===== config.mk =====
export PLATFORM = sky130hd
export DESIGN_NAME = phf_frame_rx
export DESIGN_NICKNAME = d
export VERILOG_FILES = /design/src/phf_pkg.sv /design/src/phf_cnt_if.sv /design/src/phf_line_sync.sv /design/src/phf_err_counters.sv /design/src/phf_frame_rx.sv
export SDC_FILE = /design/constraint.sdc
export NUM_CORES = 1
export LEC_CHECK = 0
export BUFFER_PORTS_ARGS = -buffer_cell sky130_fd_sc_hd__buf_2
export CORE_AREA = 3 3 187 189
export CTS_BUF_LIST = sky130_fd_sc_hd__clkbuf_4 sky130_fd_sc_hd__clkbuf_8
export CTS_CLUSTER_SIZE = 12
export DETAILED_ROUTE_END_ITERATION = 7
export DIE_AREA = 0 0 190 192
export GPL_ROUTABILITY_DRIVEN = 0
export GPL_TIMING_DRIVEN = 0
export PLACE_DENSITY = 0.71
export SLEW_MARGIN = 20
export SYNTH_ARGS = -nofsm -noshare
export SYNTH_HDL_FRONTEND = slang
export SYNTH_SLANG_ARGS = --single-unit

===== constraint.sdc =====
create_clock -name clock -period 9.2 [get_ports clock]
set_input_delay 1.84 -clock clock [delete_from_list [all_inputs] [get_ports clock]]
set_output_delay 1.84 -clock clock [all_outputs]
set_load 0.01 [all_outputs]

===== src/phf_pkg.sv =====
package phf_pkg;

    // line octets
    localparam logic [7:0]  FLAG_OCTET   = 8'h7E;
    localparam logic [7:0]  ESC_OCTET    = 8'h7D;
    localparam logic [7:0]  ESC_FLIP     = 8'h20;
    localparam logic [7:0]  ALL_STATIONS = 8'hFF;
    localparam logic [7:0]  UI_CONTROL   = 8'h03;
    localparam logic [2:0]  OCTET_LAST   = 3'h7;

    // reflected ccitt fcs
    localparam logic [15:0] FCS_INIT     = 16'hFFFF;
    localparam logic [15:0] FCS_POLY     = 16'h8408;
    localparam logic [15:0] FCS_GOOD     = 16'hF0B8;

    // class bounds
    localparam logic [15:0] PROTO_LINK_LO = 16'hC000;
    localparam logic [15:0] PROTO_NCP_LO  = 16'h8000;
    localparam logic [15:0] PROTO_NET_HI  = 16'h3FFF;

    // length limits
    localparam logic [11:0] MAXLEN_RESET  = 12'h80E;
    localparam logic [11:0] MIN_FRAME_LEN = 12'h002;

    // register byte offsets
    localparam logic [7:0]  REG_CTRL     = 8'h00;
    localparam logic [7:0]  REG_MAXLEN   = 8'h04;
    localparam logic [7:0]  REG_STATUS   = 8'h08;
    localparam logic [7:0]  REG_CNT_BASE = 8'h10;
    localparam logic [7:0]  REG_CNT_SPAN = 8'h28;

    // register fields
    localparam int          CTRL_RX_EN      = 0;
    localparam int          CTRL_ACF_OMIT   = 1;
    localparam int          CTRL_PF_SHRINK  = 2;
    localparam int          CTRL_TX_ABORT   = 3;
    localparam logic [2:0]  CTRL_RESET      = 3'h1;
    localparam int          STAT_IN_FRAME   = 0;
    localparam int          STAT_CLASS_LSB  = 4;
    localparam int          STAT_PROTO_LSB  = 16;

    // counter indices
    localparam int          CNT_CRC      = 0;
    localparam int          CNT_ALIGN    = 1;
    localparam int          CNT_SHORT    = 2;
    localparam int          CNT_LONG     = 3;
    localparam int          CNT_ABORT    = 4;
    localparam int          CNT_OVERRUN  = 5;
    localparam int          CNT_MISSED   = 6;
    localparam int          CNT_LF       = 7;
    localparam int          CNT_UNDERRUN = 8;
    localparam int          CNT_TXABORT  = 9;
    localparam int          CNT_NUM      = 10;

    typedef enum logic [1:0] {
        CLS_NET   = 2'h0,
        CLS_OTHER = 2'h1,
        CLS_LINK  = 2'h2,
        CLS_NCP   = 2'h3
    } phf_class_t;

    typedef enum logic [0:0] {
        ST_HUNT  = 1'h0,
        ST_FRAME = 1'h1
    } phf_state_t;

    typedef enum logic [2:0] {
        HP_ADDR = 3'h0,
        HP_CTRL = 3'h1,
        HP_PHI  = 3'h3,
        HP_PLO  = 3'h2,
        HP_INFO = 3'h6
    } phf_hdr_t;

    function automatic logic [15:0] fcs_next(input logic [15:0] crc, input logic [7:0] data);
        logic [15:0] c;
        logic        fb;
        c = crc;
        for (int i = 0; i < 8; i++) begin
            fb = c[0] ^ data[i];
            c  = {1'b0, c[15:1]};
            if (fb) begin
                c = c ^ FCS_POLY;
            end
        end
        return c;
    endfunction

    function automatic phf_class_t classify(input logic [15:0] proto);
        if (proto >= PROTO_LINK_LO) begin
            return CLS_LINK;
        end else if (proto >= PROTO_NCP_LO) begin
            return CLS_NCP;
        end else if (proto <= PROTO_NET_HI) begin
            return CLS_NET;
        end
        return CLS_OTHER;
    endfunction

endpackage


===== src/phf_cnt_if.sv =====
`timescale 1ns/100ps
`default_nettype none
interface phf_cnt_if #(
    parameter int N = 10,
    parameter int W = 16
);
    logic [N-1:0]        evt;
    logic [N-1:0]        clr;
    logic [N-1:0][W-1:0] val;

    modport src  (output evt, output clr, input val);
    modport bank (input evt, input clr, output val);
endinterface
`default_nettype wire


===== src/phf_line_sync.sv =====
`timescale 1ns/100ps
`default_nettype none
module phf_line_sync (
    // system
    input  wire logic clock,
    input  wire logic rst_n,
    // line pins
    input  wire logic line_clk,
    input  wire logic line_data,
    // recovered bits
    output logic      bit_valid,
    output logic      bit_data
);
    logic [2:0] clk_s;
    logic [2:0] dat_s;
    logic       clk_lvl;

    always_ff @(posedge clock or negedge rst_n) begin
        if (!rst_n) begin
            clk_s <= 3'h0;
            dat_s <= 3'h0;
        end else begin
            clk_s <= {clk_s[1:0], line_clk};
            dat_s <= {dat_s[1:0], line_data};
        end
    end

    // moves once stages 2 and 3 agree
    always_ff @(posedge clock or negedge rst_n) begin
        if (!rst_n) begin
            clk_lvl   <= 1'b0;
            bit_valid <= 1'b0;
            bit_data  <= 1'b0;
        end else begin
            bit_valid <= 1'b0;
            if (clk_s[1] == clk_s[2]) begin
                clk_lvl <= clk_s[2];
                if (clk_s[2] && !clk_lvl) begin
                    bit_valid <= 1'b1;
                    bit_data  <= dat_s[2];
                end
            end
        end
    end
endmodule
`default_nettype wire


===== src/phf_err_counters.sv =====
`timescale 1ns/100ps
`default_nettype none
module phf_err_counters #(
    parameter int N = 10,
    parameter int W = 16
) (
    // system
    input  wire logic clock,
    input  wire logic rst_n,
    // events in, values out
    phf_cnt_if.bank   bus
);
    generate
        if (N < 1 || W < 1 || W > 32) begin : g_bad
            $error("bad N or W");
        end
    endgenerate

    // clear with event loads one; saturates
    always_ff @(posedge clock or negedge rst_n) begin
        if (!rst_n) begin
            bus.val <= '0;
        end else begin
            for (int i = 0; i < N; i++) begin
                if (bus.evt[i] && bus.clr[i]) begin
                    bus.val[i] <= W'(1);
                end else if (bus.evt[i] && bus.val[i] != {W{1'b1}}) begin
                    bus.val[i] <= bus.val[i] + W'(1);
                end else if (bus.clr[i]) begin
                    bus.val[i] <= '0;
                end
            end
        end
    end
endmodule
`default_nettype wire


===== src/phf_frame_rx.sv =====
// Notes on behaviour
// - flag octet 7E opens and closes each frame
// - one flag may close one frame and open the next
// - flag hunt never stops
// - address octet must be FF
// - control octet must be 03
// - two-octet protocol field
// - protocol classes: C000-FFFF link, 8000-BFFF ncp, 0-3FFF network
// - empty information field is legal
// - 16-bit check sequence before closing flag
// - link control frames keep address and control
// - address/control omission and protocol shrink selectable
// - bad fcs: discard, count crc
// - non-octet length: discard, count alignment
// - under two octets: discard, count short
// - over maximum: discard, count long
// - aborts counted
// - buffer too slow: count overrun
// - no buffer: drop, count missed
// - marks not both set: drop, count, free buffer
// - count transmit underrun
// - software transmit abort, counted
// - default maximum 2062 octets
//
// Added by the designer: the register offsets and the APB register port.
`timescale 1ns/100ps
`default_nettype none
module phf_frame_rx
    import phf_pkg::*;
#(
    parameter int LEN_W = 12,
    parameter int CNT_W = 16
) (
    // system
    input  wire logic              clock,
    input  wire logic              rst_n,
    // apb slave
    input  wire logic [7:0]        paddr,
    input  wire logic              psel,
    input  wire logic              penable,
    input  wire logic              pwrite,
    input  wire logic [31:0]       pwdata,
    output logic                   pready,
    output logic [31:0]            prdata,
    output logic                   pslverr,
    // serial line
    input  wire logic              line_clk,
    input  wire logic              line_data,
    // buffer memory side
    input  wire logic              buf_avail,
    input  wire logic              out_ready,
    output logic                   out_valid,
    output logic [7:0]             out_data,
    output logic                   desc_valid,
    output logic                   desc_keep,
    output logic                   desc_first,
    output logic                   desc_last,
    output logic [1:0]             desc_class,
    output logic [15:0]            desc_proto,
    output logic [LEN_W-1:0]       desc_len,
    output logic                   buf_release,
    // transmit side
    input  wire logic              tx_busy,
    input  wire logic              tx_underrun,
    output logic                   tx_abort
);
    generate
        if (LEN_W < 12 || LEN_W > 16 || CNT_W < 1 || CNT_W > 31) begin : g_bad
            $error("bad LEN_W or CNT_W");
        end
    endgenerate

    logic                 bit_valid;
    logic                 bit_data;
    logic                 rx_en;
    logic                 acf_omit;
    logic                 pf_shrink;
    logic [LEN_W-1:0]     max_len;
    phf_state_t           state;
    phf_hdr_t             hdr;
    logic [7:0]           win;
    logic [2:0]           bitcnt;
    logic                 esc_pend;
    logic [LEN_W-1:0]     len;
    logic [15:0]          fcs;
    logic [15:0]          proto;
    logic                 full_hdr;
    logic                 hdr_bad;
    logic                 missed;
    logic                 lost_first;
    logic                 lost_later;
    logic                 ack;
    logic [31:0]          rd_q;
    logic                 err_q;
    logic [31:0]          rd_mux;
    logic                 rd_hit;

    phf_cnt_if #(.N(CNT_NUM), .W(CNT_W)) cnt ();

    phf_line_sync u_sync (
        .clock     (clock),
        .rst_n     (rst_n),
        .line_clk  (line_clk),
        .line_data (line_data),
        .bit_valid (bit_valid),
        .bit_data  (bit_data)
    );

    phf_err_counters #(.N(CNT_NUM), .W(CNT_W)) u_cnt (
        .clock (clock),
        .rst_n (rst_n),
        .bus   (cnt.bank)
    );

    // lsb first
    wire       bit_ev    = bit_valid & rx_en;
    wire [7:0] next_win  = {bit_data, win[7:1]};
    wire       in_frame  = (state == ST_FRAME);
    wire       flag_hit  = bit_ev && (next_win == FLAG_OCTET);
    // abort is escape then flag; all-ones data must not abort
    wire       abort_hit = flag_hit && in_frame && esc_pend;
    wire       byte_end  = bit_ev && in_frame && (bitcnt == OCTET_LAST) && !flag_hit;
    wire       esc_seen  = byte_end && (next_win == ESC_OCTET);
    wire       octet_ev  = byte_end && !esc_seen;
    wire [7:0] octet     = esc_pend ? (next_win ^ ESC_FLIP) : next_win;
    wire       first_oct = octet_ev && (len == '0);
    wire       miss_now  = first_oct ? !buf_avail : missed;

    // empty flag pairs are ignored
    wire close_ok  = flag_hit && in_frame && (bitcnt == OCTET_LAST) && (len != '0) && !esc_pend;
    wire close_mis = flag_hit && in_frame && (bitcnt != OCTET_LAST) && !esc_pend;

    // verdict at close
    phf_class_t cls;
    assign cls = classify(proto);
    wire f_short = (len < LEN_W'(MIN_FRAME_LEN));
    wire f_long  = (len > max_len);
    wire f_fcs   = (fcs != FCS_GOOD);
    wire f_lf    = !missed && (lost_first || lost_later);
    wire f_hdr   = hdr_bad || (hdr != HP_INFO) || ((cls == CLS_LINK) && !full_hdr);
    wire keep    = !(missed || f_short || f_long || f_fcs || f_lf || f_hdr);

    // frame state
    always_ff @(posedge clock or negedge rst_n) begin
        if (!rst_n) begin
            state  <= ST_HUNT;
            win    <= 8'h00;
            bitcnt <= 3'h0;
        end else if (!rx_en) begin
            state <= ST_HUNT;
        end else if (bit_ev) begin
            win <= next_win;
            unique case (state)
                ST_HUNT: begin
                    if (flag_hit) begin
                        state  <= ST_FRAME;
                        bitcnt <= 3'h0;
                    end
                end
                ST_FRAME: begin
                    if (flag_hit) begin
                        bitcnt <= 3'h0;
                    end else begin
                        bitcnt <= bitcnt + 3'h1;
                    end
                end
            endcase
        end
    end

    // octet count and fcs
    always_ff @(posedge clock or negedge rst_n) begin
        if (!rst_n) begin
            esc_pend <= 1'b0;
            len      <= '0;
            fcs      <= FCS_INIT;
        end else if (flag_hit) begin
            esc_pend <= 1'b0;
            len      <= '0;
            fcs      <= FCS_INIT;
        end else if (byte_end) begin
            esc_pend <= esc_seen;
            if (octet_ev) begin
                if (len != {LEN_W{1'b1}}) begin
                    len <= len + LEN_W'(1);
                end
                fcs <= fcs_next(fcs, octet);
            end
        end
    end

    // header parse
    always_ff @(posedge clock or negedge rst_n) begin
        if (!rst_n) begin
            hdr      <= HP_ADDR;
            proto    <= 16'h0000;
            full_hdr <= 1'b0;
            hdr_bad  <= 1'b0;
        end else if (flag_hit) begin
            hdr      <= HP_ADDR;
            proto    <= 16'h0000;
            full_hdr <= 1'b0;
            hdr_bad  <= 1'b0;
        end else if (octet_ev) begin
            if (hdr == HP_ADDR && octet == ALL_STATIONS) begin
                full_hdr <= 1'b1;
                hdr      <= HP_CTRL;
            end else if (hdr == HP_ADDR && !acf_omit) begin
                hdr_bad <= 1'b1;
                hdr     <= HP_INFO;
            end else if (hdr == HP_CTRL) begin
                hdr_bad <= (octet != UI_CONTROL);
                hdr     <= HP_PHI;
            end else if (hdr == HP_ADDR || hdr == HP_PHI) begin
                if (pf_shrink && octet[0]) begin
                    proto <= {8'h00, octet};
                    hdr   <= HP_INFO;
                end else begin
                    proto[15:8] <= octet;
                    hdr         <= HP_PLO;
                end
            end else if (hdr == HP_PLO) begin
                proto[7:0] <= octet;
                hdr        <= HP_INFO;
            end
        end
    end

    // octets to buffer
    always_ff @(posedge clock or negedge rst_n) begin
        if (!rst_n) begin
            out_valid  <= 1'b0;
            out_data   <= 8'h00;
            missed     <= 1'b0;
            lost_first <= 1'b0;
            lost_later <= 1'b0;
        end else begin
            if (out_valid && out_ready) begin
                out_valid <= 1'b0;
            end
            if (flag_hit) begin
                missed     <= 1'b0;
                lost_first <= 1'b0;
                lost_later <= 1'b0;
            end else if (octet_ev) begin
                missed <= miss_now;
                if (!miss_now) begin
                    if (out_valid && !out_ready) begin
                        lost_first <= lost_first | first_oct;
                        lost_later <= lost_later | !first_oct;
                    end else begin
                        out_valid <= 1'b1;
                        out_data  <= octet;
                    end
                end
            end
        end
    end

    // descriptor at close
    always_ff @(posedge clock or negedge rst_n) begin
        if (!rst_n) begin
            desc_valid  <= 1'b0;
            desc_keep   <= 1'b0;
            desc_first  <= 1'b0;
            desc_last   <= 1'b0;
            desc_class  <= CLS_NET;
            desc_proto  <= 16'h0000;
            desc_len    <= '0;
            buf_release <= 1'b0;
        end else begin
            desc_valid  <= close_ok;
            buf_release <= close_ok && !keep;
            if (close_ok) begin
                desc_keep  <= keep;
                desc_first <= !missed && !lost_first;
                desc_last  <= !missed && !lost_later;
                desc_class <= cls;
                desc_proto <= proto;
                desc_len   <= len;
            end
        end
    end

    // counter events
    always_comb begin
        cnt.evt               = '0;
        cnt.evt[CNT_SHORT]    = close_ok && !missed && f_short;
        cnt.evt[CNT_LONG]     = close_ok && !missed && !f_short && f_long;
        cnt.evt[CNT_CRC]      = close_ok && !missed && !f_short && !f_long && f_fcs;
        cnt.evt[CNT_LF]       = close_ok && !f_short && !f_long && !f_fcs && f_lf;
        cnt.evt[CNT_ALIGN]    = close_mis;
        cnt.evt[CNT_ABORT]    = abort_hit && (len != '0);
        cnt.evt[CNT_OVERRUN]  = octet_ev && !miss_now && out_valid && !out_ready;
        cnt.evt[CNT_MISSED]   = first_oct && !buf_avail;
        cnt.evt[CNT_UNDERRUN] = tx_underrun;
        cnt.evt[CNT_TXABORT]  = tx_abort && tx_busy;
    end

    // apb: one wait state
    wire       apb_access = psel && penable;
    wire [7:0] cnt_off    = paddr - REG_CNT_BASE;
    wire [3:0] cnt_idx    = cnt_off[5:2];
    wire       cnt_hit    = (paddr >= REG_CNT_BASE) && (cnt_off < REG_CNT_SPAN) && (paddr[1:0] == 2'h0);
    wire       wr_commit  = apb_access && ack && pwrite && !err_q;

    always_comb begin
        rd_mux = 32'h0000_0000;
        rd_hit = 1'b1;
        if (paddr == REG_CTRL) begin
            rd_mux[CTRL_RX_EN]     = rx_en;
            rd_mux[CTRL_ACF_OMIT]  = acf_omit;
            rd_mux[CTRL_PF_SHRINK] = pf_shrink;
        end else if (paddr == REG_MAXLEN) begin
            rd_mux[LEN_W-1:0] = max_len;
        end else if (paddr == REG_STATUS) begin
            rd_mux[STAT_IN_FRAME]                  = in_frame;
            rd_mux[STAT_CLASS_LSB+1:STAT_CLASS_LSB] = desc_class;
            rd_mux[STAT_PROTO_LSB+15:STAT_PROTO_LSB] = desc_proto;
        end else if (cnt_hit) begin
            rd_mux[CNT_W-1:0] = cnt.val[cnt_idx];
        end else begin
            rd_hit = 1'b0;
        end
    end

    always_comb begin
        cnt.clr = '0;
        for (int i = 0; i < CNT_NUM; i++) begin
            cnt.clr[i] = wr_commit && cnt_hit && (cnt_idx == 4'(i));
        end
    end

    always_ff @(posedge clock or negedge rst_n) begin
        if (!rst_n) begin
            ack   <= 1'b0;
            rd_q  <= 32'h0000_0000;
            err_q <= 1'b0;
        end else begin
            ack <= apb_access && !ack;
            if (apb_access && !ack) begin
                rd_q  <= pwrite ? 32'h0000_0000 : rd_mux;
                err_q <= !rd_hit;
            end
        end
    end

    assign pready  = ack;
    assign prdata  = rd_q;
    assign pslverr = ack && err_q;

    // software registers
    always_ff @(posedge clock or negedge rst_n) begin
        if (!rst_n) begin
            {pf_shrink, acf_omit, rx_en} <= CTRL_RESET;
            max_len                       <= LEN_W'(MAXLEN_RESET);
            tx_abort                      <= 1'b0;
        end else begin
            tx_abort <= 1'b0;
            if (wr_commit && paddr == REG_CTRL) begin
                rx_en     <= pwdata[CTRL_RX_EN];
                acf_omit  <= pwdata[CTRL_ACF_OMIT];
                pf_shrink <= pwdata[CTRL_PF_SHRINK];
                tx_abort  <= pwdata[CTRL_TX_ABORT];
            end
            if (wr_commit && paddr == REG_MAXLEN) begin
                max_len <= pwdata[LEN_W-1:0];
            end
        end
    end
endmodule
`default_nettype wire


* Yosys cells after proc, flatten, opt, wreduce, memory -nomap -nowiden
Cells that the tools add are included.
** Storage, ports and cells
- Bits in registers :: 328
- Latch bits :: 0
- RAM bits :: 0
- Bits in read-only memories :: 0
- Bits of input ports :: 51
- Output and inout port bits :: 79
- Logic and storage cells :: 427
- Memories :: 0
** Cells by class
- $add $sub $neg :: 13
- Multipliers :: 0
- Divide/modulo/power cells :: 0
- Order comparisons :: 8
- Equality and inequality tests :: 42
- Shifts and indexed selects :: 0
- Multiplexer cells :: 145
- Bitwise gates (word level) :: 24
- Reductions and logical operators :: 148
** Operators with widths (number)
- $mux 16 :: 70
- $ne 16x16->1 const B :: 11
- $add 16x1->16 const B :: 10
- $logic_and 1x1->1 :: 82
- $bmux 16 s4 :: 1
- $mux 12 :: 5
- $mux 1 :: 41
- $mux 8 :: 5
- $mux 3 :: 12
- $reduce_bool 3->1 :: 12
- $ge 16x16->1 const B :: 2
- $mux 32 :: 1
- $mux 29 :: 1
- $not 2->3 :: 8
- $logic_not 1->1 :: 20
- $mux 20 :: 1
- $eq 4x3->1 const B :: 4
- $eq 8x7->1 const B :: 2
- $le 16x14->1 const B :: 1
- $add 12x1->12 const B :: 1
- $gt 12x12->1 :: 1
- $logic_not 12->1 :: 1
- $lt 12x2->1 const B :: 1
- $ne 12x12->1 const B :: 1
- 42 further kinds :: 86

* Depth between registers and ports, before layout
Gate-level depths: netlist (run 1).
- Depth after elaboration :: 45
- Mapped depth :: 11
- Mapped depth without buffers :: 8

* By module
From an unflattened synthesis (run 1), not the netlist that was laid out.
** Second synthesis, totals
- Cells, all modules :: 1719
- Area, all modules :: 17621.9 µm²
** Modules (own cells, without submodules)
- phf_frame_rx :: instances 1, cells each 807, area an instance 8838.5 µm², sequential area each 3980.1 µm²
- phf_err_counters :: instances 1, cells each 899, area an instance 8509.4 µm², sequential area each 4003.8 µm²
- phf_line_sync :: instances 1, cells each 13, area an instance 274.0 µm², sequential area each 225.2 µm²

* Least setup slack after synthesis (run 1)
No wires, ideal clock.
- Path kind :: input to register
- Start :: in paddr[4]
- End :: reg u_cnt.bus.val[16]
- Data arrival time :: 3.951 ns
- Path slack :: 5.131 ns
- Cell stages on the path :: 9
- Path through :: clkbuf_1 > inv_1 > ha_1 > a21oi_1 > nand4_1 > nor4_1 > nand3b_1 > o21ai_0 > a21o_1
** On the way
- Cells in the longest elaborated chain, start to end :: 8
** Ends and longest elaborated chain
- from (decl) :: line phf_frame_rx.sv:38 : input wire logic [7:0] paddr,
- $sub 8x5->8 :: line phf_frame_rx.sv:302 : wire [7:0] cnt_off = paddr - REG_CNT_BASE;
- $lt 8x6->1 :: line phf_frame_rx.sv:304 : wire cnt_hit = (paddr >= REG_CNT_BASE) && (cnt_off < REG_CNT_SPAN) && (paddr[1:0] == 2'h0);
- $logic_and 1x1->1 (2 in a row) :: line phf_frame_rx.sv:304
- $logic_and 1x1->1 :: line phf_frame_rx.sv:330 : cnt.clr[i] = wr_commit && cnt_hit && (cnt_idx == 4'(i));
- $logic_and 1x1->1 (*) :: line phf_frame_rx.sv:330
- $logic_and 1x1->1 :: line phf_err_counters.sv:25 : if (bus.evt[i] && bus.clr[i]) begin
- $reduce_bool 3->1 (no source line) / $mux 16 (equally long branches)
- to (signal, indexed assignment) :: line phf_err_counters.sv:28 : bus.val[i] <= bus.val[i] + W'(1);
- to (decl) :: line phf_cnt_if.sv:12 : modport bank (input evt, input clr, output val);
Every way passes the cells marked *; elsewhere a longest branch is shown, timed or not.
A chain may end at the register's enable or synchronous reset.

* Worst setup path after layout (run 1)
- Start :: in paddr[3]
- End :: reg rd_q[10], in the netlist prdata[10]
** On the way
- Cells in the longest elaborated chain, start to end :: 9
** Ends and longest elaborated chain
- $sub 8x5->8 :: line phf_frame_rx.sv:302
- $lt 8x6->1 :: line phf_frame_rx.sv:304
- $logic_and 1x1->1 (2 in a row) :: line phf_frame_rx.sv:304
- $mux 16 :: line phf_frame_rx.sv:320 : end else if (cnt_hit) begin
- $mux 10 :: line phf_frame_rx.sv:316 : end else if (paddr == REG_STATUS) begin
- $mux 12 :: line phf_frame_rx.sv:314 : end else if (paddr == REG_MAXLEN) begin
- $mux 29 (*) :: line phf_frame_rx.sv:310 : if (paddr == REG_CTRL) begin
- $mux 32 (*) :: line phf_frame_rx.sv:342 : rd_q <= pwrite ? 32'h0000_0000 : rd_mux;
- to (signal assigned) :: line phf_frame_rx.sv:342
- to (decl) :: line phf_frame_rx.sv:93 : logic [31:0] rd_q;
Every way passes the cells marked *; elsewhere a longest branch is shown, timed or not. The select of a mux whose other input is x is not followed.

==> results of run 1 <==
[metal layers]
layer	routed length [um]	track usage, %
met5	0	0
met4	1670	10.1
met3	3540	5.48
met2	24300	45.8
met1	21300	37.0
[cell type report]
type                       count  area share (%)
sequential                   327            40.6
clock inverter                 8           0.266
inverter                      63            1.17
buffer                       103            2.09
multi-input combinational   1375            44.0
tap                          448            2.78
timing repair buffer         115            3.38
clock buffer                  93            5.63
[flip-flops by register name, indices dropped and copies added (netlist names), 7 cells and up]
name,flops
desc_len,12
win,7
prdata,32
max_len,12
desc_proto,16
out_data,8
u_cnt.bus.val,160
fcs,16
len,12
proto,16
[path summary, 6_finish.rpt]
check / from / to / slack (ns) / depth (start not counted)
worst min-delay path: u_sync.dat_s[0] / u_sync.dat_s[1] / 0.35 / 0
worst min register to register: u_sync.dat_s[0] / u_sync.dat_s[1] / 0.35 / 0
max in group asynchronous: rst_n / fcs[5] / 6.71 / 4
min in group asynchronous: rst_n / u_cnt.bus.val[153] / 1.09 / 1
worst max-delay path: paddr[3] / prdata[10] / 4.78 / 8
worst max register to register: len[1] / u_cnt.bus.val[49] / 5.45 / 10
[power by group through the flow]
stage	clock (mW)	combinational, mW	sequential, mW
final	1.39	0.178	1.48
after floorplan	0	0.0953	1.50
after CTS	1.42	0.178	1.48
after global placement	0	0.166	1.50
after detailed placement	0	0.177	1.50
after global routing	1.49	0.196	1.48
[logic make-up after synthesis]
| group | Yosys count |
|---|---|
| buffers and inverters | 166 |
| xor gates and xnor gates | 115 |
| AOI/OAI and AO/OA | 316 |
| and+or+nand+nor | 813 |
| DFF | 327 |
| muxes | 99 |
| adders and majority gates | 32 |
[Yosys cell counts, types with 4 or more instances]
master / count / area share (%)
a41oi_1: 4 / 0.20
and4_1: 19 / 0.94
nor2_1: 174 / 3.7
o21ai_0: 110 / 3.1
nand4_1: 54 / 1.9
clkbuf_1: 78 / 1.7
mux2i_1: 36 / 2.0
mux4_2: 32 / 4.1
a22o_1: 18 / 0.89
a21oi_1: 91 / 2.6
a22oi_1: 20 / 0.85
ha_1: 31 / 2.2
and3_1: 26 / 0.92
dfstp_2: 21 / 3.1
nor3_1: 51 / 1.4
or2_2: 6 / 0.21
and2_1: 7 / 0.25
o211ai_1: 10 / 0.42
xor2_1: 60 / 3.0
o21a_1: 7 / 0.30
or4_1: 27 / 1.1
buf_1: 9 / 0.19
nand3_1: 82 / 2.3
nand4b_1: 4 / 0.20
buf_2: 12 / 0.34
nor2b_1: 5 / 0.18
nand3b_1: 4 / 0.17
dfrtp_1: 306 / 43
xnor2_1: 55 / 2.7
or4b_2: 4 / 0.23
o2111ai_1: 4 / 0.20
or3_1: 50 / 1.8
nand2_1: 245 / 5.2
nor4_1: 23 / 0.81
nand2b_1: 9 / 0.32
o2bb2ai_1: 4 / 0.20
o31ai_1: 12 / 0.51
mux2_2: 31 / 2.0
inv_1: 63 / 1.3
o41ai_1: 6 / 0.30
a21o_1: 6 / 0.25
[stage by stage]
step           setup WS (ns)  instances  power, mW  instance area (um^2)  utilization (%)
2_1_floorplan           5.13       1868       1.59                 17700                -
3_5_place_dp            4.13       2431       1.68                 19000             56.8
6_report                4.78       2532       3.04                 20200             60.4
4_1_cts                 4.82       2532       3.08                 20200             60.4
5_1_grt                 4.57       2532       3.16                 20200             60.4
3_3_place_gp          0.0631       2424       1.67                 18800             56.2
==> impl_metrics.yaml, run 1 <==
worst_setup_path:
  crit_required_ns: 9.69
  startpoint_type: "primary input"
  worstSetupPathType: "in2reg"
  cp.arrival_ns: 4.91
  path_buf_inv: 5
  critPathSlowestCell: "buf_1"
  crit_family: "buffers and inverters"
  cp_max_fo: 10
  endpoint_kind: "flop"
  path_cells: "buf_2 > buf_2 > buf_1 > clkbuf_1 > clkbuf_1 > mux4_2 > a22oi_1 > o21ai_0"
  cpPeakStageDelay_ns: 0.62
power_and_ir_drop:
  p_sw_mw: 0.746
  power.share.sequential_pct: 48.5
  clkPwrFrac_pct: 45.6
  peakVddDrop_v: 0.000104
  powerDensity_mw_per_mm2: 151
  intPower_mw: 2.30
  leakage_nw: 8.87
  switching_share_pct: 24.5
  comb_power_share_pct: 5.9
synth:
  synth.avg_cell_area_um2: 9.48
  ys_async_sr_fraction_pct: 100
  ys_types: 77
  synth_top_family_by_area: "simple AND/OR/NAND/NOR gates"
  syn_nets: 1950
  yosysSeqAreaShare_pct: 46.4
  synthAdderAreaFrac_pct: 2.25
  syn_inst: 1868
  synthSimpleGateAreaFrac_pct: 23.0
  ys.flop_type: "dfrtp_1"
  synthMuxAreaShare_pct: 8.08
  synth_compound_area_share_pct: 10.9
  synth-edff-count: 0
  yosysWarnings: 0
  synth_xor_area_share_pct: 5.69
  synthesis.area_mm2: 0.0177
  yosys_register_bits: 327
final_layout:
  final_common_cell: "dfrtp_1"
  layout-drive-gt1-share_pct: 16.7
  multiInputGateArea_mm2: 0.00889
  areaGrowthSynthToFinish_pct: 14.1
  n_antenna_cell: 0
  final-seq-area_mm2: 0.00821
  mostFrequentLayoutCells: "dfrtp_1 (306), nand2_1 (245), nor2_1 (174)"
  nFillCells: 2828
  nNetsFinal: 2122
sta:
  slew_headroom_pct: 20.5
  hold_ws_ns: 0.352
  finClkSkew_ns: 0.0254
  fmax_ghz: 0.226
  fin_tns_setup_ns: 0
  tightest_slew_ns: 1.18
  timing.final.crit_share_pct: 48.0
  rsz0062_at_grt: "no"
  report.final.slew_viol_count: 0
  period_minus_slack_ns: 4.42
  setup_viol: 0
  finalHoldViolCount: 0
detailed_routing:
  initialDrtViolationCount: 1322
  antenna_left: 0
  viasPerCell: 6.06
  drcViolationCount: 0
  drtPass1Iterations: 6
  wl_um: 50900
  routedWlPerCell_um: 20.1
  via_count: 15300
global_route:
  grt_start_max_net_pins: 89
  grt_overflow_total: 0
  grt_first_pass_wirelength_um: 80400
  grt_pass1_vias: 14600
  antenna_found_initial: 0
  gr-usage-all-layers_pct: 27.9
clocking:
  htreeDepth: 2
  numCtsBuffers: 55
  clock_sinks: 327
  clkTransAtPathRegs_ns: 0.06
  clock_latency_ns: 0.65
  clockBufferDepth: 3
  postCtsHoldBufs: 0
  cts_resized: 0
  root_buffer: "clkbuf_8"
  cts_tree: "built"
  cts_setup_buffers: 0
floorplan:
  initial_utilization_pct: 52.9
  die_h_um: 192
  die_area_mm2: 0.0365
  rows: 67
  core_mm2: 0.0334
  io_pins: 130
  dieWidth_um: 190
worst_hold_path:
  min_path_type: "reg2reg"
place:
  hpwl_um: 37900
  portBuffers: 108
flow_run:
  cap_violations: 0
status:
  outcome: "completed"
Power figures use the tool's default switching activity.
==> inputs of run 2 (changes only) <==
==> constraint.sdc (replaced) <==
create_clock -name clock -period 4.1 [get_ports clock]
set_input_delay 0.82 -clock clock [delete_from_list [all_inputs] [get_ports clock]]
set_output_delay 0.82 -clock clock [all_outputs]
set_load 0.01 [all_outputs]
==> run 2 against run 1 <==
  * Worst hold slack got worse by 0.28 ns
  * Cell area unchanged
  * Total power increased by 120%
  * Worst setup slack got worse by 4.4 ns
  * Final cell count unchanged
  * Combinational power increased by 130%
  * Register-to-register slack got worse by 5.1 ns
  * Via count decreased by 0.25%
  * Sequential cell count unchanged
  * Non-clock buffer count unchanged
  * Critical path type is now reg2reg
  * Critical endpoint is now u_cnt.bus.val[49]
  * Highest routed layer unchanged
==> impl_metrics.yaml, run 2 (synthesis gave the netlist of run 1 again) <==
status:
  outcome: "completed"
sta:
  slew_headroom_pct: 21.5
  report.final.slew_viol_count: 0
  hold_ws_ns: 0.0752
  rsz0062_at_grt: "no"
  finClkSkew_ns: 0.0244
  tightest_slew_ns: 1.17
  finalHoldViolCount: 0
  finalWorstSetupSlack_ns: 0.375
  timing.final.crit_share_pct: 90.8
  fmax_ghz: 0.268
  fin_tns_setup_ns: 0
  period_minus_slack_ns: 3.72
  setup_viol: 0
global_route:
  grt_start_max_net_pins: 89
  gr-usage-all-layers_pct: 27.9
  grt_overflow_total: 0
  grt_pass1_vias: 14600
  antenna_found_initial: 0
  grt_first_pass_wirelength_um: 80400
final_layout:
  largest_reg_flops: 160
  layout-drive-gt1-share_pct: 16.7
  areaGrowthSynthToFinish_pct: 14.1
  n_antenna_cell: 0
  final_util_pct: 60.4
  stdcell_area_mm2: 0.0202
  nNetsFinal: 2122
  largest_register: "u_cnt.bus.val"
  mostFrequentLayoutCells: "dfrtp_1 (306), nand2_1 (245), nor2_1 (174)"
  fin_cells: 2532
  final_common_cell: "dfrtp_1"
clocking:
  clock_sinks: 327
  htreeDepth: 2
  clockBufferDepth: 3
  cts_tree: "built"
  cts_resized: 0
  numCtsBuffers: 55
  cts_setup_buffers: 0
  clock_latency_ns: 0.65
  clkTransAtPathRegs_ns: 0.06
  postCtsHoldBufs: 0
  root_buffer: "clkbuf_8"
worst_setup_path:
  worstSetupPathType: "reg2reg"
  endpoint_kind: "flop"
  cp.arrival_ns: 4.24
  crit_required_ns: 4.61
  startpoint_type: "flop"
  cp_max_fo: 10
detailed_routing:
  via_count: 15300
  viasPerCell: 6.05
  routedWlPerCell_um: 20.1
  drcViolationCount: 0
  wl_um: 50900
  antenna_left: 0
  drtPass1Iterations: 6
  initialDrtViolationCount: 1428
flow_run:
  cap_violations: 0
floorplan:
  io_pins: 130
  rows: 67
  core_mm2: 0.0334
  initial_utilization_pct: 52.9
  die_area_mm2: 0.0365
  dieWidth_um: 190
  die_h_um: 192
place:
  portBuffers: 108
  numPlacedInstances: 2431
  hpwl_um: 37900
  postPlaceCellArea_mm2: 0.0190
  pre_cts_slack_ns: 0.0500
power_and_ir_drop:
  finalPower_mw: 6.83
  powerDensity_mw_per_mm2: 338
  peakVddDrop_v: 0.000231
  leakage_nw: 8.87
worst_hold_path:
  min_path_type: "in2async"
run 2: worst max-delay path, stage by stage, from the launching register on:
cell       delay (ns)
dfrtp_1          0.45
inv_1            0.22
ha_1             0.18
or4b_4           0.47
nor4_2           0.89
nor2_1           0.30
o2111ai_1        0.21
clkbuf_1         0.33
buf_2            0.29
mux2i_1          0.20
nor2_1           0.05
run 2: final cells by class:
| class | instances | area, um^2 |
|---|---|---|
| well taps | 448 | 561 |
| fillers | 2828 | 13300 |
| repair buffers | 115 | 683 |
| clock buffers | 93 | 1140 |
| clock inverters | 8 | 53.8 |
| plain buffers | 103 | 422 |
| flip-flops and latches | 327 | 8210 |
| inverters | 63 | 236 |
| multi-input cells | 1375 | 8890 |
run 2: per-layer routing:
metal / up-vias / global-route usage (%) / share of wire, %
met4: 0 / 10.1 / 3.3
met2: 603 / 45.8 / 48
met1: 7538 / 37.1 / 42
met3: 117 / 5.48 / 7.1
li1: 7052 / - / -
met5: - / 0 / 0
run 2: where the power goes:
| group | internal, mW | switching [mW] |
|---|---|---|
| combinational | 0.138 | 0.262 |
| sequential | 3.27 | 0.0435 |
| clock | 1.74 | 1.37 |
| total | 5.15 | 1.67 |
run 2: path summary, 6_finish.rpt:
kind | start | end | slack (ns) | cells after the start
worst max-delay path | len[1] | u_cnt.bus.val[49] | 0.38 | 10
worst min-delay path | rst_n | u_cnt.bus.val[153] | 0.08 | 1
worst max register to register | len[1] | u_cnt.bus.val[49] | 0.38 | 10
worst min register to register | u_sync.dat_s[0] | u_sync.dat_s[1] | 0.35 | 0
max in group asynchronous | rst_n | fcs[5] | 2.62 | 4
min in group clock | line_data | u_sync.dat_s[0] | 0.27 | 1
==> inputs of run 3 (changes only) <==
--- a/config.mk
+++ b/config.mk
@@ -14,6 +14,7 @@
 export GPL_ROUTABILITY_DRIVEN = 0
 export GPL_TIMING_DRIVEN = 0
 export PLACE_DENSITY = 0.71
+export RECOVER_POWER = 100
 export SLEW_MARGIN = 20
 export SYNTH_ARGS = -nofsm -noshare
 export SYNTH_HDL_FRONTEND = slang
==> run 3 against run 2 <==
  * Count of clock-buffer cells in the layout unchanged
  * Fmax down 3.5%
  * Clock skew is essentially flat
  * Non-clock buffer count did not move
  * Combinational power down 2%
  * Die area unchanged
  * The run now ends with max-capacitance violations, max-slew violations left
  * Global-route usage stayed put
  * Largest cell class unchanged
  * Cell area shrank 0.97%
  * First-iteration DRC count shrank 2.2%
  * Sequential share of layout area up 0.40 points
==> impl_metrics.yaml, run 3 (synthesis gave the netlist of run 1 again) <==
status:
  outcome: "finished, violations left"
  violations: "max-capacitance violations, max-slew violations"
final_layout:
  largest_register: "u_cnt.bus.val"
  nFillCells: 2885
  stdcell_area_mm2: 0.0200
  mostFrequentLayoutCells: "dfrtp_1 (306), nand2_1 (245), nor2_1 (174)"
  areaGrowthSynthToFinish_pct: 12.9
  final_common_cell: "dfrtp_1"
  multiInputGateArea_mm2: 0.00885
  n_antenna_cell: 0
  largest_reg_flops: 160
  final-seq-area_mm2: 0.00821
  layout-drive-gt1-share_pct: 12.1
  final_util_pct: 59.8
  nNetsFinal: 2122
worst_setup_path:
  reg2regPathDepth: 7
  reg2reg_to: "u_cnt.bus.val[29]"
  regToRegSetupSlack_ns: 0.24
  startpoint_type: "flop"
  worstSetupPathType: "reg2reg"
  endpoint_kind: "flop"
  rr_startpoint: "bitcnt[0]"
  cp_max_fo: 10
  cp.arrival_ns: 4.39
  crit_required_ns: 4.63
  critical_path.startpoint: "bitcnt[0]"
global_route:
  gr-usage-all-layers_pct: 27.9
  grt_first_pass_wirelength_um: 80400
  antenna_found_initial: 0
  grt_pass1_vias: 14600
  grt_start_max_net_pins: 89
  grt_overflow_total: 0
detailed_routing:
  drtPass1Iterations: 5
  initialDrtViolationCount: 1396
  via_count: 15200
  viasPerCell: 6.02
  routedWlPerCell_um: 20.1
  antenna_left: 0
  wl_um: 50900
  drcViolationCount: 0
power_and_ir_drop:
  intPower_mw: 5.15
  switching_share_pct: 24.6
  powerDensity_mw_per_mm2: 341
  comb_power_share_pct: 5.8
  leakage_nw: 8.46
  power.share.sequential_pct: 48.5
  peakVddDrop_v: 0.000229
  p_sw_mw: 1.68
  finalPower_mw: 6.83
  clkPwrFrac_pct: 45.7
floorplan:
  die_area_mm2: 0.0365
  dieWidth_um: 190
  die_h_um: 192
  core_mm2: 0.0334
  io_pins: 130
  initial_utilization_pct: 52.9
  rows: 67
place:
  postPlaceCellArea_mm2: 0.0190
  pre_cts_slack_ns: 0.0500
  hpwl_um: 37900
  portBuffers: 108
clocking:
  clockBufferDepth: 3
  root_buffer: "clkbuf_8"
  cts_setup_buffers: 0
  numCtsBuffers: 55
  clock_latency_ns: 0.65
  cts_resized: 0
  clkTransAtPathRegs_ns: 0.06
  clock_sinks: 327
  postCtsHoldBufs: 0
  htreeDepth: 2
  cts_tree: "built"
sta:
  rsz0062_at_grt: "no"
  finalWorstSetupSlack_ns: 0.242
  report.final.slew_viol_count: 46
  setup_viol: 0
  hold_ws_ns: 0.277
  fmax_ghz: 0.259
  finClkSkew_ns: 0.0245
  timing.final.crit_share_pct: 94.1
  tightest_slew_ns: 2.73
  period_minus_slack_ns: 3.86
  slew_headroom_pct: -82.3
  finalHoldViolCount: 0
flow_run:
  cap_violations: 1
worst_hold_path:
  hold_end: "u_sync.dat_s[0]"
  min_path_type: "in2reg"
  hp-start: "line_data"
  hold_depth: 1
run 3: worst max-delay path: stages (launching register included):
cell and delay [ns]:
dfrtp_1 0.39, ha_1 0.21, ha_1 0.22, or3b_2 0.47
nor4_1 1.10, o21ai_1 0.63, nor4_1 0.36, mux2_2 0.37
run 3: area by class of cell:
| cell class | instances | area share, % |
|---|---|---|
| Buffer | 103 | 2.01 |
| Clock buffer | 93 | 5.68 |
| Clock inverter | 8 | 0.269 |
| Inverter | 63 | 1.18 |
| Multi-Input combinational cell | 1375 | 44.2 |
| Sequential cell | 327 | 41.0 |
| Tap cell | 448 | 2.80 |
| Timing Repair Buffer | 115 | 2.76 |
run 3: layer usage:
metal	part of all wire, %	GRT usage, %
met1	42	37.1
met2	48	45.8
met3	6.6	5.48
met4	3.4	10.1
met5	0	0
run 3: worst max path at each step:
stage                               endpoint  slack, ns  cells after the start
after floorplan            u_cnt.bus.val[16]       1.05                      9
after global placement       u_sync.dat_s[0]      -4.02                      1
after detailed placement          prdata[11]       0.05                      8
after CTS                  u_cnt.bus.val[49]       0.38                     10
after global routing      u_cnt.bus.val[114]       0.14                     10
final                      u_cnt.bus.val[29]       0.24                      7
run 3: power groups by stage:
stage / clock (mW) / combinational [mW] / sequential, mW
finish: 3.12 / 0.394 / 3.31
global placement: 0 / 0.372 / 3.37
detailed placement: 0 / 0.398 / 3.37
global route: 3.34 / 0.436 / 3.32
CTS: 3.19 / 0.399 / 3.31
floorplan: 0 / 0.214 / 3.36
run 3: stage by stage:
| stage | instances | setup TNS [ns] |
|---|---|---|
| finish | 2532 | 0 |
| global route | 2532 | 0 |
| CTS | 2532 | 0 |
| detailed placement | 2431 | 0 |
| global placement | 2424 | -1260.48 |
| floorplan | 1868 | 0 |
